**src/hdl/rco_defines.svh**
```systemverilog
`ifndef RCO_DEFINES_SVH
`define RCO_DEFINES_SVH

// ****************************************************************
// Register offsets (byte addresses on the Avalon-MM slave).
// ****************************************************************
`define RCO_CTRL_OFFSET     4'h0
`define RCO_AUX_OFFSET      4'h4

// ****************************************************************
// Field positions of the reference clock control register.
// ****************************************************************
`define RCO_ENABLE_BIT      15
`define RCO_SLEEP_RUN_BIT   13
`define RCO_SOURCE_BIT      12
`define RCO_DIV_MSB         11
`define RCO_DIV_LSB         8
`define RCO_CTRL_MASK       16'hBF00
`define RCO_CTRL_HI_MASK    8'hBF

// ****************************************************************
// Field positions of the auxiliary oscillator register.
// ****************************************************************
`define RCO_KEEP_ALIVE_BIT  0
`define RCO_RUNNING_BIT     8
`define RCO_POSC_OFF_BIT    9

// ****************************************************************
// Reset values.
// ****************************************************************
`define RCO_CTRL_RESET      16'h0000
`define RCO_KEEP_RESET      1'b0

`endif

```
**src/hdl/rco_pkg.sv**
```systemverilog
// ****************************************************************
// Types shared by the reference clock output design.
// ****************************************************************
package rco_pkg;

  // Divisor code: 0 passes the base clock, n divides by 2**n.
  typedef logic [3:0]  rco_div_t;
  // Half-period counter of the divider.
  typedef logic [14:0] rco_count_t;
  // Avalon-MM data word.
  typedef logic [31:0] rco_word_t;
  // Control register contents.
  typedef logic [15:0] rco_ctrl_t;

endpackage : rco_pkg

```
**src/hdl/rco_div_if.sv**
```systemverilog
`timescale 1ns/1ps

// ****************************************************************
// Signals between the control logic and the divider.
// ****************************************************************
interface rco_div_if;
  import rco_pkg::*;

  logic     tick;       // One-cycle pulse on a base clock rising edge.
  logic     base_level; // Synchronised level of the selected base clock.
  logic     run;        // Divider may run; low holds it cleared.
  rco_div_t divisor;    // Requested divisor code.
  logic     clk_out;    // Divided clock, registered.

  modport ctrl (output tick, output base_level, output run,
                output divisor, input clk_out);
  modport div  (input tick, input base_level, input run,
                input divisor, output clk_out);
endinterface : rco_div_if

```
**src/hdl/rco_divider.sv**
```systemverilog
`timescale 1ns/1ps

// ****************************************************************
// Power-of-two divider with glitch-free divisor changes.
// ****************************************************************
module rco_divider
  import rco_pkg::*;
(
  input  wire logic i_mclk,  // System clock.
  input  wire logic i_rstn,  // Asynchronous reset, active low.
  rco_div_if.div    bus      // Divider control and output.
);

  rco_count_t cnt_reg;
  rco_count_t cnt_next;
  logic       out_reg;
  logic       out_next;
  rco_div_t   act_reg;
  rco_div_t   act_next;
  rco_count_t half_last;

  // Last count of a half period: 2**(n-1) base edges, minus one.
  always_comb
  begin
    half_last = 15'h0000;
    if (act_reg != 4'h0)
    begin
      half_last = rco_count_t'((16'h0001 << (act_reg - 4'h1)) - 16'h0001);
    end
  end

  // Next state: count base edges, toggle each half period and take a
  // new divisor only while the output is low.
  always_comb
  begin
    cnt_next = cnt_reg;
    out_next = out_reg;
    act_next = act_reg;
    if (!bus.run)
    begin
      cnt_next = 15'h0000;
      out_next = 1'b0;
      act_next = bus.divisor;
    end
    else if (act_reg == 4'h0)
    begin
      // A pending divisor keeps the output low so no runt high starts.
      if (out_reg || bus.divisor == act_reg)
      begin
        out_next = bus.base_level;
      end
      if (!out_reg && !bus.base_level)
      begin
        act_next = bus.divisor;
      end
    end
    else if (bus.tick)
    begin
      if (cnt_reg == half_last)
      begin
        cnt_next = 15'h0000;
        out_next = !out_reg;
        if (out_reg)
        begin
          act_next = bus.divisor;
        end
      end
      else
      begin
        cnt_next = cnt_reg + 15'h0001;
      end
    end
  end

  // State registers.
  always_ff @(posedge i_mclk or negedge i_rstn)
  begin
    if (!i_rstn)
    begin
      cnt_reg <= 15'h0000;
      out_reg <= 1'b0;
      act_reg <= 4'h0;
    end
    else
    begin
      cnt_reg <= cnt_next;
      out_reg <= out_next;
      act_reg <= act_next;
    end
  end

  assign bus.clk_out = out_reg;

  // ****************************************************************
  // Assertions.
  // ****************************************************************
  a_stop_clears: assert property (
    @(posedge i_mclk) disable iff (!i_rstn)
    !bus.run |=> (cnt_reg == 15'h0000) && !out_reg)
    else $error("Divider not cleared while stopped.");

  a_half_toggle: assert property (
    @(posedge i_mclk) disable iff (!i_rstn)
    (bus.run && act_reg != 4'h0 && bus.tick && cnt_reg == half_last)
    |=> out_reg != $past(out_reg))
    else $error("Divided output missed its half-period toggle.");

  a_no_short_pulse: assert property (
    @(posedge i_mclk) disable iff (!i_rstn)
    (bus.run && $past(bus.run) && act_reg != 4'h0 && !bus.tick
     && $past(act_reg) != 4'h0) |=> out_reg == $past(out_reg))
    else $error("Divided output changed without a base edge.");

  a_div_hold_high: assert property (
    @(posedge i_mclk) disable iff (!i_rstn)
    (bus.run && out_next) |=> act_reg == $past(act_reg))
    else $error("Divisor changed while the output was high.");

endmodule : rco_divider

```
**src/hdl/rco_top.sv**
```systemverilog
// Decided for this implementation: the Avalon-MM register port and the placing of the registers.
`timescale 1ns/1ps
`include "rco_defines.svh"

// Operation
// - Enable bit drives divided clock onto pin.
// - Divisor code n divides base by two-power-n.
// - Source bit one selects primary oscillator.
// - Source bit zero selects current system clock.
// - Run-in-sleep bit keeps output running asleep.
// - Sleep running needs run-in-sleep and source set.
// - Sleep powers primary down unless mode/keep-alive.
// - Bit 14 and bits 7-0 read zero.
// - Implemented bits read/write, reset to zero.
// - Works under every oscillator configuration.
module rco_top
  import rco_pkg::*;
(
  input  wire logic             i_mclk,        // 25 MHz clock.
  input  wire logic             i_rstn,        // Async reset, low.
  input  wire logic [3:0]       i_address,     // Avalon byte address.
  input  wire logic             i_read,        // Avalon read.
  input  wire logic             i_write,       // Avalon write.
  input  wire logic [3:0]       i_byteenable,  // Avalon byte enables.
  input  wire rco_pkg::rco_word_t i_writedata, // Avalon write data.
  output logic                  o_waitrequest, // Avalon wait.
  output rco_pkg::rco_word_t    o_readdata,    // Avalon read data.
  input  wire logic             i_posc_clk,    // Primary oscillator.
  input  wire logic             i_sys_clk,     // Current system clock.
  input  wire logic             i_sleep,       // Device in Sleep.
  input  wire logic             i_posc_mode,   // Primary mode config.
  input  wire logic             i_posc_on,     // Primary osc powered.
  output logic                  o_posc_pwrdn,  // Primary osc off req.
  output logic                  o_refout_pin   // Reference clock pin.
);
  import rco_pkg::*;

  rco_div_if div_bus ();

  // ****************************************************************
  // Register bus slave.
  // ****************************************************************
  // Software registers and the bus answer.
  rco_ctrl_t ctrl_reg;
  rco_ctrl_t ctrl_next;
  logic      keep_reg;
  logic      keep_next;
  logic      wait_reg;
  logic      wait_next;
  rco_word_t rdata_reg;
  rco_word_t rdata_next;
  logic      wr_take;
  logic      refout_enable;
  logic      refout_run_in_sleep;
  logic      refout_source_select;
  rco_div_t  refout_divisor;

  // Decoded fields of the control register.
  assign refout_enable        = ctrl_reg[`RCO_ENABLE_BIT];
  assign refout_run_in_sleep  = ctrl_reg[`RCO_SLEEP_RUN_BIT];
  assign refout_source_select = ctrl_reg[`RCO_SOURCE_BIT];
  assign refout_divisor       = ctrl_reg[`RCO_DIV_MSB:`RCO_DIV_LSB];

  // A write takes effect at the edge where waitrequest is sampled low.
  assign wr_take = i_write && !wait_reg;

  // Next values of the bus answer and the software registers.
  always_comb
  begin
    wait_next  = 1'b1;
    rdata_next = rdata_reg;
    ctrl_next  = ctrl_reg;
    keep_next  = keep_reg;
    if ((i_read || i_write) && wait_reg)
    begin
      wait_next  = 1'b0;
      rdata_next = 32'h0000_0000;
      if (i_read && i_address == `RCO_CTRL_OFFSET)
      begin
        rdata_next[15:0] = ctrl_reg & `RCO_CTRL_MASK;
      end
      else if (i_read && i_address == `RCO_AUX_OFFSET)
      begin
        rdata_next[`RCO_KEEP_ALIVE_BIT] = keep_reg;
        rdata_next[`RCO_RUNNING_BIT]    = div_bus.run;
        rdata_next[`RCO_POSC_OFF_BIT]   = o_posc_pwrdn;
      end
    end
    if (wr_take && i_address == `RCO_CTRL_OFFSET && i_byteenable[1])
    begin
      ctrl_next[15:8] = i_writedata[15:8] & `RCO_CTRL_HI_MASK;
    end
    if (wr_take && i_address == `RCO_AUX_OFFSET && i_byteenable[0])
    begin
      keep_next = i_writedata[`RCO_KEEP_ALIVE_BIT];
    end
  end

  // Bus and register flip-flops; all implemented bits clear at reset.
  always_ff @(posedge i_mclk or negedge i_rstn)
  begin
    if (!i_rstn)
    begin
      ctrl_reg  <= `RCO_CTRL_RESET;
      keep_reg  <= `RCO_KEEP_RESET;
      wait_reg  <= 1'b1;
      rdata_reg <= 32'h0000_0000;
    end
    else
    begin
      ctrl_reg  <= ctrl_next;
      keep_reg  <= keep_next;
      wait_reg  <= wait_next;
      rdata_reg <= rdata_next;
    end
  end

  assign o_waitrequest = wait_reg;
  assign o_readdata    = rdata_reg;

  // ****************************************************************
  // Base clock synchronisers and edge detection.
  // ****************************************************************
  // Synchroniser chains and the chosen base clock.
  logic [1:0] posc_sync_reg;
  logic [1:0] sys_sync_reg;
  logic       posc_last_reg;
  logic       sys_last_reg;
  logic       src_reg;
  logic       src_next;
  logic       posc_tick;
  logic       sys_tick;
  logic       src_pend;

  // Two flip-flops per clock pin, then one more for edge detection.
  always_ff @(posedge i_mclk or negedge i_rstn)
  begin
    if (!i_rstn)
    begin
      posc_sync_reg <= 2'h0;
      sys_sync_reg  <= 2'h0;
      posc_last_reg <= 1'b0;
      sys_last_reg  <= 1'b0;
    end
    else
    begin
      posc_sync_reg <= {posc_sync_reg[0], i_posc_clk};
      sys_sync_reg  <= {sys_sync_reg[0], i_sys_clk};
      posc_last_reg <= posc_sync_reg[1];
      sys_last_reg  <= sys_sync_reg[1];
    end
  end

  assign posc_tick = posc_sync_reg[1] && !posc_last_reg;
  assign sys_tick  = sys_sync_reg[1] && !sys_last_reg;

  // A source change is taken while the output is low; for that cycle the
  // divider sees no edge and a low base, so no runt pulse can start.
  assign src_pend = (src_reg != refout_source_select) && !div_bus.clk_out;

  // The source follows the register only while the output is low.
  always_comb
  begin
    src_next = src_reg;
    if (!div_bus.clk_out)
    begin
      src_next = refout_source_select;
    end
  end

  // ****************************************************************
  // Sleep, oscillator power and divider control.
  // ****************************************************************
  logic pwrdn_next;
  logic pin_next;

  // Primary oscillator stays up in Sleep only by mode or keep-alive.
  assign pwrdn_next = i_sleep && !(i_posc_mode || keep_reg);

  // Divider runs under any oscillator mode; in Sleep only from a live
  // primary oscillator with sleep running requested.
  always_comb
  begin
    div_bus.run = refout_enable &&
                  (!i_sleep ||
                   (refout_run_in_sleep && refout_source_select
                    && src_reg && i_posc_on && !pwrdn_next));
    div_bus.tick       = src_pend ? 1'b0
                       : (src_reg ? posc_tick : sys_tick);
    div_bus.base_level = src_pend ? 1'b0
                       : (src_reg ? posc_sync_reg[1]
                                  : sys_sync_reg[1]);
    div_bus.divisor    = refout_divisor;
    pin_next           = div_bus.clk_out && div_bus.run;
  end

  // Output and source flip-flops.
  always_ff @(posedge i_mclk or negedge i_rstn)
  begin
    if (!i_rstn)
    begin
      src_reg      <= 1'b0;
      o_posc_pwrdn <= 1'b0;
      o_refout_pin <= 1'b0;
    end
    else
    begin
      src_reg      <= src_next;
      o_posc_pwrdn <= pwrdn_next;
      o_refout_pin <= pin_next;
    end
  end

  // Divider driven through the shared interface.
  rco_divider u_divider (
    .i_mclk (i_mclk),
    .i_rstn (i_rstn),
    .bus    (div_bus)
  );

  // ****************************************************************
  // Assertions.
  // ****************************************************************
  a_pin_off_disabled: assert property (
    @(posedge i_mclk) disable iff (!i_rstn)
    !refout_enable |=> !o_refout_pin)
    else $error("Reference pin active while disabled.");

  a_reserved_zero: assert property (
    @(posedge i_mclk) disable iff (!i_rstn)
    !o_waitrequest |-> (o_readdata[31:16] == 16'h0000)
                       && (o_readdata[14] == 1'b0)
                       && (o_readdata[7:0] == 8'h00 ||
                           $past(i_address) == `RCO_AUX_OFFSET))
    else $error("Unimplemented bits read nonzero.");

  a_ctrl_write: assert property (
    @(posedge i_mclk) disable iff (!i_rstn)
    (wr_take && i_address == `RCO_CTRL_OFFSET && i_byteenable[1])
    |=> ctrl_reg[15:8] == ($past(i_writedata[15:8]) & 8'hBF))
    else $error("Control write not stored.");

  a_sleep_stop: assert property (
    @(posedge i_mclk) disable iff (!i_rstn)
    (i_sleep && !(refout_run_in_sleep && refout_source_select))
    |=> !o_refout_pin)
    else $error("Reference pin ran in Sleep without both bits.");

  a_posc_pwrdn: assert property (
    @(posedge i_mclk) disable iff (!i_rstn)
    (i_sleep && !i_posc_mode && !keep_reg) |=> o_posc_pwrdn)
    else $error("Primary oscillator not powered down in Sleep.");

  a_src_system: assert property (
    @(posedge i_mclk) disable iff (!i_rstn)
    (!src_reg && !refout_source_select && sys_sync_reg[1]
     && !$past(sys_sync_reg[1])) |-> div_bus.tick)
    else $error("System clock edge not passed to divider.");

  a_src_primary: assert property (
    @(posedge i_mclk) disable iff (!i_rstn)
    (src_reg && refout_source_select && posc_sync_reg[1]
     && !$past(posc_sync_reg[1])) |-> div_bus.tick)
    else $error("Primary clock edge not passed to divider.");

  a_src_pending: assert property (
    @(posedge i_mclk) disable iff (!i_rstn)
    (src_reg != refout_source_select && !div_bus.clk_out)
    |=> !div_bus.clk_out && src_reg == $past(refout_source_select))
    else $error("Source change not taken while the output was low.");

  a_pin_follows: assert property (
    @(posedge i_mclk) disable iff (!i_rstn)
    div_bus.run |=> o_refout_pin == $past(div_bus.clk_out))
    else $error("Reference pin does not follow the divider.");

  a_posc_kept: assert property (
    @(posedge i_mclk) disable iff (!i_rstn)
    (i_posc_mode || keep_reg) |=> !o_posc_pwrdn)
    else $error("Primary oscillator powered down while kept alive.");

  a_sleep_posc_off: assert property (
    @(posedge i_mclk) disable iff (!i_rstn)
    (i_sleep && !i_posc_on) |=> !o_refout_pin)
    else $error("Reference pin ran in Sleep from a stopped oscillator.");

  a_aux_keep: assert property (
    @(posedge i_mclk) disable iff (!i_rstn)
    (wr_take && i_address == `RCO_AUX_OFFSET && i_byteenable[0])
    |=> keep_reg == $past(i_writedata[`RCO_KEEP_ALIVE_BIT]))
    else $error("Keep-alive write not stored.");

  a_unmapped_read: assert property (
    @(posedge i_mclk) disable iff (!i_rstn)
    (i_read && o_waitrequest && i_address != `RCO_CTRL_OFFSET
     && i_address != `RCO_AUX_OFFSET) |=> o_readdata == 32'h0000_0000)
    else $error("Unmapped read returned nonzero data.");

  a_ctrl_readback: assert property (
    @(posedge i_mclk) disable iff (!i_rstn)
    (i_read && o_waitrequest && i_address == `RCO_CTRL_OFFSET)
    |=> o_readdata == {16'h0000, $past(ctrl_reg) & `RCO_CTRL_MASK})
    else $error("Control read returned the wrong value.");

  a_bus_answer: assert property (
    @(posedge i_mclk) disable iff (!i_rstn)
    ((i_read || i_write) && o_waitrequest) |=> !o_waitrequest)
    else $error("Bus request not answered in one cycle.");

endmodule : rco_top

```
**config.mk**
```make
export PLATFORM = sky130hd
export DESIGN_NAME = rco_top
export DESIGN_NICKNAME = d
export VERILOG_FILES = /design/src/hdl/rco_pkg.sv /design/src/hdl/rco_div_if.sv /design/src/hdl/rco_divider.sv /design/src/hdl/rco_top.sv
export VERILOG_INCLUDE_DIRS = /design/src /design/src/hdl
export SDC_FILE = /design/constraint.sdc
export NUM_CORES = 1
export LEC_CHECK = 0
export BUFFER_PORTS_ARGS = -buffer_cell sky130_fd_sc_hd__buf_2
export CAP_MARGIN = 0
export CORE_UTILIZATION = 52
export CTS_CLUSTER_DIAMETER = 60
export DETAILED_ROUTE_END_ITERATION = 10
export PLACE_DENSITY = 0.8
export SYNTH_ARGS = -nofsm -noshare
export SYNTH_HDL_FRONTEND = slang
export SYNTH_SLANG_ARGS = --single-unit
export TNS_END_PERCENT = 50
```
**constraint.sdc**
```tcl
create_clock -name i_mclk -period 3.8 [get_ports i_mclk]
set_clock_uncertainty 0.15 [all_clocks]
set_input_delay 0.76 -clock i_mclk [delete_from_list [all_inputs] [get_ports i_mclk]]
set_output_delay 0.76 -clock i_mclk [all_outputs]
set_load 0.01 [all_outputs]
```
==> results of run 1 <==
==> final cells by class <==
cell class / instances / area, um^2 / area share, %
multi-input cells: 237 / 1500 / 48.3
well taps: 70 / 87.6 / 2.82
clock buffers: 5 / 68.8 / 2.21
clock inverters: 3 / 43.8 / 1.41
flip-flops and latches: 46 / 1150 / 37.1
repair buffers: 40 / 218 / 7.00
inverters: 10 / 37.5 / 1.21
==> metal layers <==
layer / vias up / part of all wire (%)
met5: - / 0
met4: 0 / 2.5
met3: 15 / 5.8
met2: 96 / 47
met1: 1089 / 45
li1: 1103 / -
==> cells in the final DEF (no fill, tap or decap), types with 6 or more instances in the layout <==
cell     netlist  layout
buf_2          0      33
nor2_1        26      26
o21ai_0       15      15
nand2_1       28      28
nor3_1         7       7
conb_1         1      24
a21oi_1        8       8
nand3_1       11      11
a22o_1         7       7
inv_1         10      10
dfrtp_1       45      45
a31oi_1        6       6
buf_4         29       7
xnor2_1       10      10
mux2_2         8       8
xor2_1        10      10
==> worst max-delay path: cells and delay by family, from the launching register on <==
family | cells | cell delay [ps]
compound gates | 3 | 630
fa+ha+maj | 1 | 290
flops | 1 | 490
mux | 2 | 510
simple gates | 5 | 1190
==> how the worst max path moves through the flow <==
stage,slack [ps],from,cells after the start,end
6_report,430,u_divider.act_reg[2]$_DFFE_PN0P_,11,u_divider.act_reg[1]$_DFFE_PN0P_
5_1_grt,170,u_divider.act_reg[0]$_DFFE_PN0P_,13,u_divider.cnt_reg[14]$_DFFE_PN0P_
4_1_cts,330,u_divider.act_reg[2]$_DFFE_PN0P_,11,u_divider.act_reg[1]$_DFFE_PN0P_
3_5_place_dp,340,u_divider.act_reg[2]$_DFFE_PN0P_,11,u_divider.act_reg[1]$_DFFE_PN0P_
3_3_place_gp,400,u_divider.act_reg[0]$_DFFE_PN0P_,11,u_divider.act_reg[2]$_DFFE_PN0P_
2_1_floorplan,620,u_divider.act_reg[2]$_DFFE_PN0P_,13,u_divider.act_reg[0]$_DFFE_PN0P_
==> cells by family after synthesis <==
family | after synthesis | synth area share, %
AOI/OAI and AO/OA | 64 | 15.2
xor gates and xnor gates | 20 | 6.04
adders and majority gates | 2 | 0.863
buffers and inverters | 48 | 11.5
DFF | 46 | 39.7
muxes | 16 | 6.56
other | 1 | 0.129
and+or+nand+nor | 111 | 19.9
==> power groups by stage <==
stage	sequential [mW]	combinational [mW]	clock, mW
4_1_cts	0.554	0.363	0.379
2_1_floorplan	0.549	0.325	0
5_1_grt	0.559	0.413	0.394
6_report	0.554	0.366	0.368
3_5_place_dp	0.564	0.361	0
3_3_place_gp	0.561	0.353	0
==> per-stage QoR <==
stage	instances	setup WS (ps)	hold slack (ps)	utilization, %	total power [mW]
floorplan	331	619	181	-	0.873
global placement	403	395	184	57.2	0.914
detailed placement	403	341	186	57.2	0.925
CTS	411	328	207	59.3	1.30
global route	411	169	225	59.4	1.37
finish	411	428	204	59.4	1.29
==> impl_metrics.py, run 1 <==
metrics = {
    "run_status": {
        "status": "complete, no violations",
    },
    "global_routing": {
        "busiest_layer": "met2",
        "grt_max_degree": 47,
        "use_met3_pct": 5.83,
        "grt-ovfl-total": 0,
        "met1_usage_pct": 27.0,
        "grtUsageMet2_pct": 35.6,
        "grtUsageTotal_pct": 22.1,
        "antenna_found_initial": 0,
        "grt_first_pass_wirelength_mm": 10.3,
        "grt_pass1_vias": 2320,
    },
    "power": {
        "vdd.ir_drop.worst_uv": 283,
        "p_leak_nw": 1.41,
        "seq_power_share_pct": 43.0,
        "p_per_area_mw_per_mm2": 414,
        "power.switching_mw": 0.419,
        "clockPowerShare_pct": 28.6,
        "p_sw_share_pct": 32.5,
        "pwr-share-comb_pct": 28.4,
        "internal-power_mw": 0.870,
    },
    "yosys": {
        "synth.top_cells.by_count": "dfrtp_1 (45), buf_4 (29), nand2_1 (28)",
        "synthTopCellsByArea": "dfrtp_1 (39%), buf_4 (7.5%), nand2_1 (3.6%)",
        "synth-edff-count": 0,
        "yosysWarnings": 0,
        "synth_area_per_cell_um2": 9.41,
        "ys_seq_elements": 46,
        "netlist.area_leader.share_pct": 38.8,
        "ys_types": 55,
        "ys_seq_area_share_pct": 39.7,
        "synth_flop_cell": "dfrtp_1",
        "netlist_instances": 308,
        "synth_top_area_cell": "dfrtp_1",
        "synth.most_common_cell": "dfrtp_1",
        "async_flop_share_pct": 100,
        "syn-cell-area_mm2": 0.00290,
    },
    "critical_path": {
        "r2r.worst_path.cells": 11,
        "r2r_slack_ps": 430,
        "r2r-end": "u_divider.act_reg[1]$_DFFE_PN0P_",
        "cpMaxStageDelayCell": "dfrtp_1",
        "reg2reg_from": "u_divider.act_reg[2]$_DFFE_PN0P_",
        "critPathLaunchType": "flip-flop",
        "crit_chain": "nor2_1 -> nand2_1 -> ha_2 -> nand2b_1 -> mux2i_1 -> a2111oi_0 -> or3_1 -> a211oi_2 -> nand4_2 -> o21ai_4 -> mux2_4",
        "worstPathRequired_ps": 3840,
        "cp_max_fo": 16,
        "end_kind": "flip-flop",
        "path_class": "flip-flop to flip-flop",
        "critPathArrivalTime_ps": 3410,
        "cp_slowest_stage_delay_ps": 490,
    },
    "layout": {
        "design_area_mm2": 0.00311,
        "fill_cells": 468,
        "area_growth_pct": 7.25,
        "nNetsFinal": 391,
        "largest_reg_flops": 15,
        "drive_gt1_share_pct": 20.5,
        "n_antenna_cell": 0,
    },
    "timing": {
        "slew_headroom_pct": 34.1,
        "final.period_utilization_pct": 88.7,
        "hold_viol_final": 0,
        "setup-tns-final_ps": 0,
        "slew_viol_final": 0,
        "setup_violations": 0,
        "final.min_clock_period_ps": 3370,
        "rsz0062_at_grt": "no",
        "fmax_mhz": 297,
        "timing_worst_slew_pin_value_ps": 989,
    },
    "floorplan": {
        "fp-row-count": 26,
        "start_util_pct": 55.4,
        "dieArea_mm2": 0.00588,
        "die_h_um": 76.7,
        "coreArea_mm2": 0.00524,
        "die_w_um": 76.7,
        "ios": 84,
    },
    "clocking": {
        "postCtsHoldBufs": 0,
        "clk_pin_slew_ps": 90,
        "root_buffer": "clkbuf_8",
        "clock_path_buffers": 2,
        "h-tree-depth": 2,
        "clock_sinks": 46,
        "numCtsBuffers": 5,
        "clk_latency_ps": 300,
        "cts_setup_buffers": 0,
        "cts_tree": "done",
        "ctsResizeCount": 0,
    },
    "detailed_routing": {
        "drt-total-wl_mm": 5.80,
        "viasPerCell": 5.60,
        "drc_errors": 0,
        "via_count": 2303,
        "drt-pass1-iter-count": 4,
        "drtIter0Drc": 189,
        "wl_per_cell_um": 14.1,
        "ant_nets": 0,
    },
    "placed_design": {
        "dp_hpwl_mm": 4.19,
        "portBuffers": 33,
        "place_congestion": 0.875,
        "place_area_mm2": 0.00299,
    },
    "min_path": {
        "worstHoldPathType": "flip-flop to flip-flop",
        "hold_path_depth": 0,
        "min_to": "sys_sync_reg[1]$_DFF_PN0_",
        "min-delay-start": "sys_sync_reg[0]$_DFF_PN0_",
    },
    "run": {
        "cap_violations": 0,
    },
}
No activity file was read; power rests on OpenSTA's default activity.
==> run 2: changes to the inputs <==
- CTS_CLUSTER_DIAMETER: 60 -> default
- clock period: 3.8 -> 3.6 ns (I/O delays scaled with it)
==> run 2 against run 1 <==
Largest power group unchanged. Sequential cell count stayed put. Via count decreased by 1.9%. Largest cell class unchanged. Global-route usage fell by 1.1 points. Critical path type unchanged.
==> impl_metrics.py, run 2 (same netlist as run 1, synthesis figures left out) <==
metrics = {
    "floorplan": {
        "start_util_pct": 55.4,
        "ios": 84,
        "die_h_um": 76.7,
        "dieArea_mm2": 0.00588,
        "coreArea_mm2": 0.00524,
        "die_w_um": 76.7,
        "fp-row-count": 26,
    },
    "timing": {
        "slew_headroom_pct": 34.4,
        "setup_ws_ps": 328,
        "final.period_utilization_pct": 90.9,
        "fmax_mhz": 306,
        "setup-tns-final_ps": 0,
        "whs_ps": 203,
        "final.min_clock_period_ps": 3270,
        "setup_violations": 0,
        "slew_viol_final": 0,
        "hold_viol_final": 0,
        "rsz0062_at_grt": "no",
        "timing_worst_slew_pin_value_ps": 984,
    },
    "critical_path": {
        "cp_max_fo": 7,
        "cp_slowest_stage_delay_ps": 440,
        "critPathLaunchType": "flip-flop",
        "worst-path-buf-inv": 0,
        "end_kind": "flip-flop",
        "path_class": "flip-flop to flip-flop",
        "critPathArrivalTime_ps": 3310,
        "crit_chain": "nor2_1 -> nand2_1 -> ha_1 -> nand2b_1 -> mux2i_1 -> a2111oi_0 -> or3_1 -> a211oi_2 -> nand4_2 -> o21ai_4 -> mux2_4",
        "cp_top_family": "simple AND/OR/NAND/NOR gates",
        "r2r_slack_ps": 330,
        "cpMaxStageDelayCell": "dfrtp_1",
        "worstPathRequired_ps": 3640,
    },
    "detailed_routing": {
        "drt-total-wl_mm": 5.70,
        "drtIter0Drc": 175,
        "via_count": 2260,
        "drc_errors": 0,
        "wl_per_cell_um": 13.8,
        "ant_nets": 0,
        "drt-pass1-iter-count": 4,
        "viasPerCell": 5.46,
    },
    "placed_design": {
        "dp_hpwl_mm": 4.21,
        "preCtsSetupSlack_ps": 356,
        "portBuffers": 33,
        "place_area_mm2": 0.00302,
        "place_congestion": 0.857,
    },
    "layout": {
        "drive_gt1_share_pct": 20.9,
        "design_area_mm2": 0.00315,
        "largest_reg_flops": 15,
        "nNetsFinal": 394,
        "mostFrequentLayoutCells": "dfrtp_1 (45), buf_2 (33), nand2_1 (28)",
        "layout_commonest_cell": "dfrtp_1",
        "area_growth_pct": 8.80,
        "n_antenna_cell": 0,
    },
    "clocking": {
        "clock_path_buffers": 2,
        "ctsResizeCount": 0,
        "clk_pin_slew_ps": 90,
        "postCtsHoldBufs": 0,
        "clock_sinks": 46,
        "h-tree-depth": 2,
        "cts_tree": "done",
        "cts_setup_buffers": 0,
        "numCtsBuffers": 5,
        "clk_latency_ps": 300,
        "root_buffer": "clkbuf_8",
    },
    "power": {
        "vdd.ir_drop.worst_uv": 350,
        "p_leak_nw": 1.43,
        "p_per_area_mw_per_mm2": 455,
    },
    "global_routing": {
        "antenna_found_initial": 0,
        "grt_first_pass_wirelength_mm": 9.85,
        "grtUsageTotal_pct": 21.0,
        "grt-ovfl-total": 0,
        "grt_pass1_vias": 2174,
        "grt_max_degree": 47,
    },
    "run_status": {
        "status": "complete, no violations",
    },
    "run": {
        "cap_violations": 0,
    },
    "min_path": {
        "worstHoldPathType": "flip-flop to flip-flop",
    },
}
-- run 2: worst paths after layout --
kind / start / endpoint / depth (start not counted)
max: u_divider.act_reg[3]$_DFFE_PN0P_ / u_divider.act_reg[1]$_DFFE_PN0P_ / 11
max in group asynchronous: i_rstn / sys_last_reg$_DFF_PN0_ / 1
min in group asynchronous: i_rstn / u_divider.cnt_reg[10]$_DFFE_PN0P_ / 1
min reg2reg: sys_sync_reg[0]$_DFF_PN0_ / sys_sync_reg[1]$_DFF_PN0_ / 0
max reg2reg: u_divider.act_reg[3]$_DFFE_PN0P_ / u_divider.act_reg[1]$_DFFE_PN0P_ / 11
min: sys_sync_reg[0]$_DFF_PN0_ / sys_sync_reg[1]$_DFF_PN0_ / 0
-- run 2: final cells by class --
type / count / area (um^2)
timing repair buffer: 43 / 240
inverter: 10 / 37.5
tap: 70 / 87.6
clock buffer: 5 / 68.8
sequential: 46 / 1150
fill: 458 / 2080
clock inverter: 3 / 68.8
multi-input combinational: 237 / 1500
-- run 2: worst reg2reg max path, cell delays in order (launching register included) --
cell	delay, ps
dfrtp_1	440
nor2_1	240
nand2_1	90
ha_1	280
nand2b_1	210
mux2i_1	190
a2111oi_0	150
or3_1	410
a211oi_2	230
nand4_2	180
o21ai_4	280
mux2_4	330
-- run 2: per-layer routing --
layer / share of wire, % / global-route usage (%) / vias to the layer above
li1: - / - / 1113
met1: 46 / 27.6 / 1057
met2: 47 / 33.8 / 81
met3: 5.9 / 4.40 / 9
met4: 1.8 / 7.88 / 0
met5: 0 / 0 / -
-- run 2: power breakdown --
part / total (mW) / switching (mW) / internal, mW
logic: 0.401 / 0.231 / 0.171
registers: 0.579 / 0.0328 / 0.546
clock network: 0.455 / 0.177 / 0.278
-- run 2: stage by stage --
stage,power (mW),util [%],instances
final,1.44,60.2,414
after floorplan,0.922,-,331
after global routing,1.52,60.2,414
after CTS,1.44,60.2,414
after global placement,0.974,57.6,406
after detailed placement,0.986,57.6,406
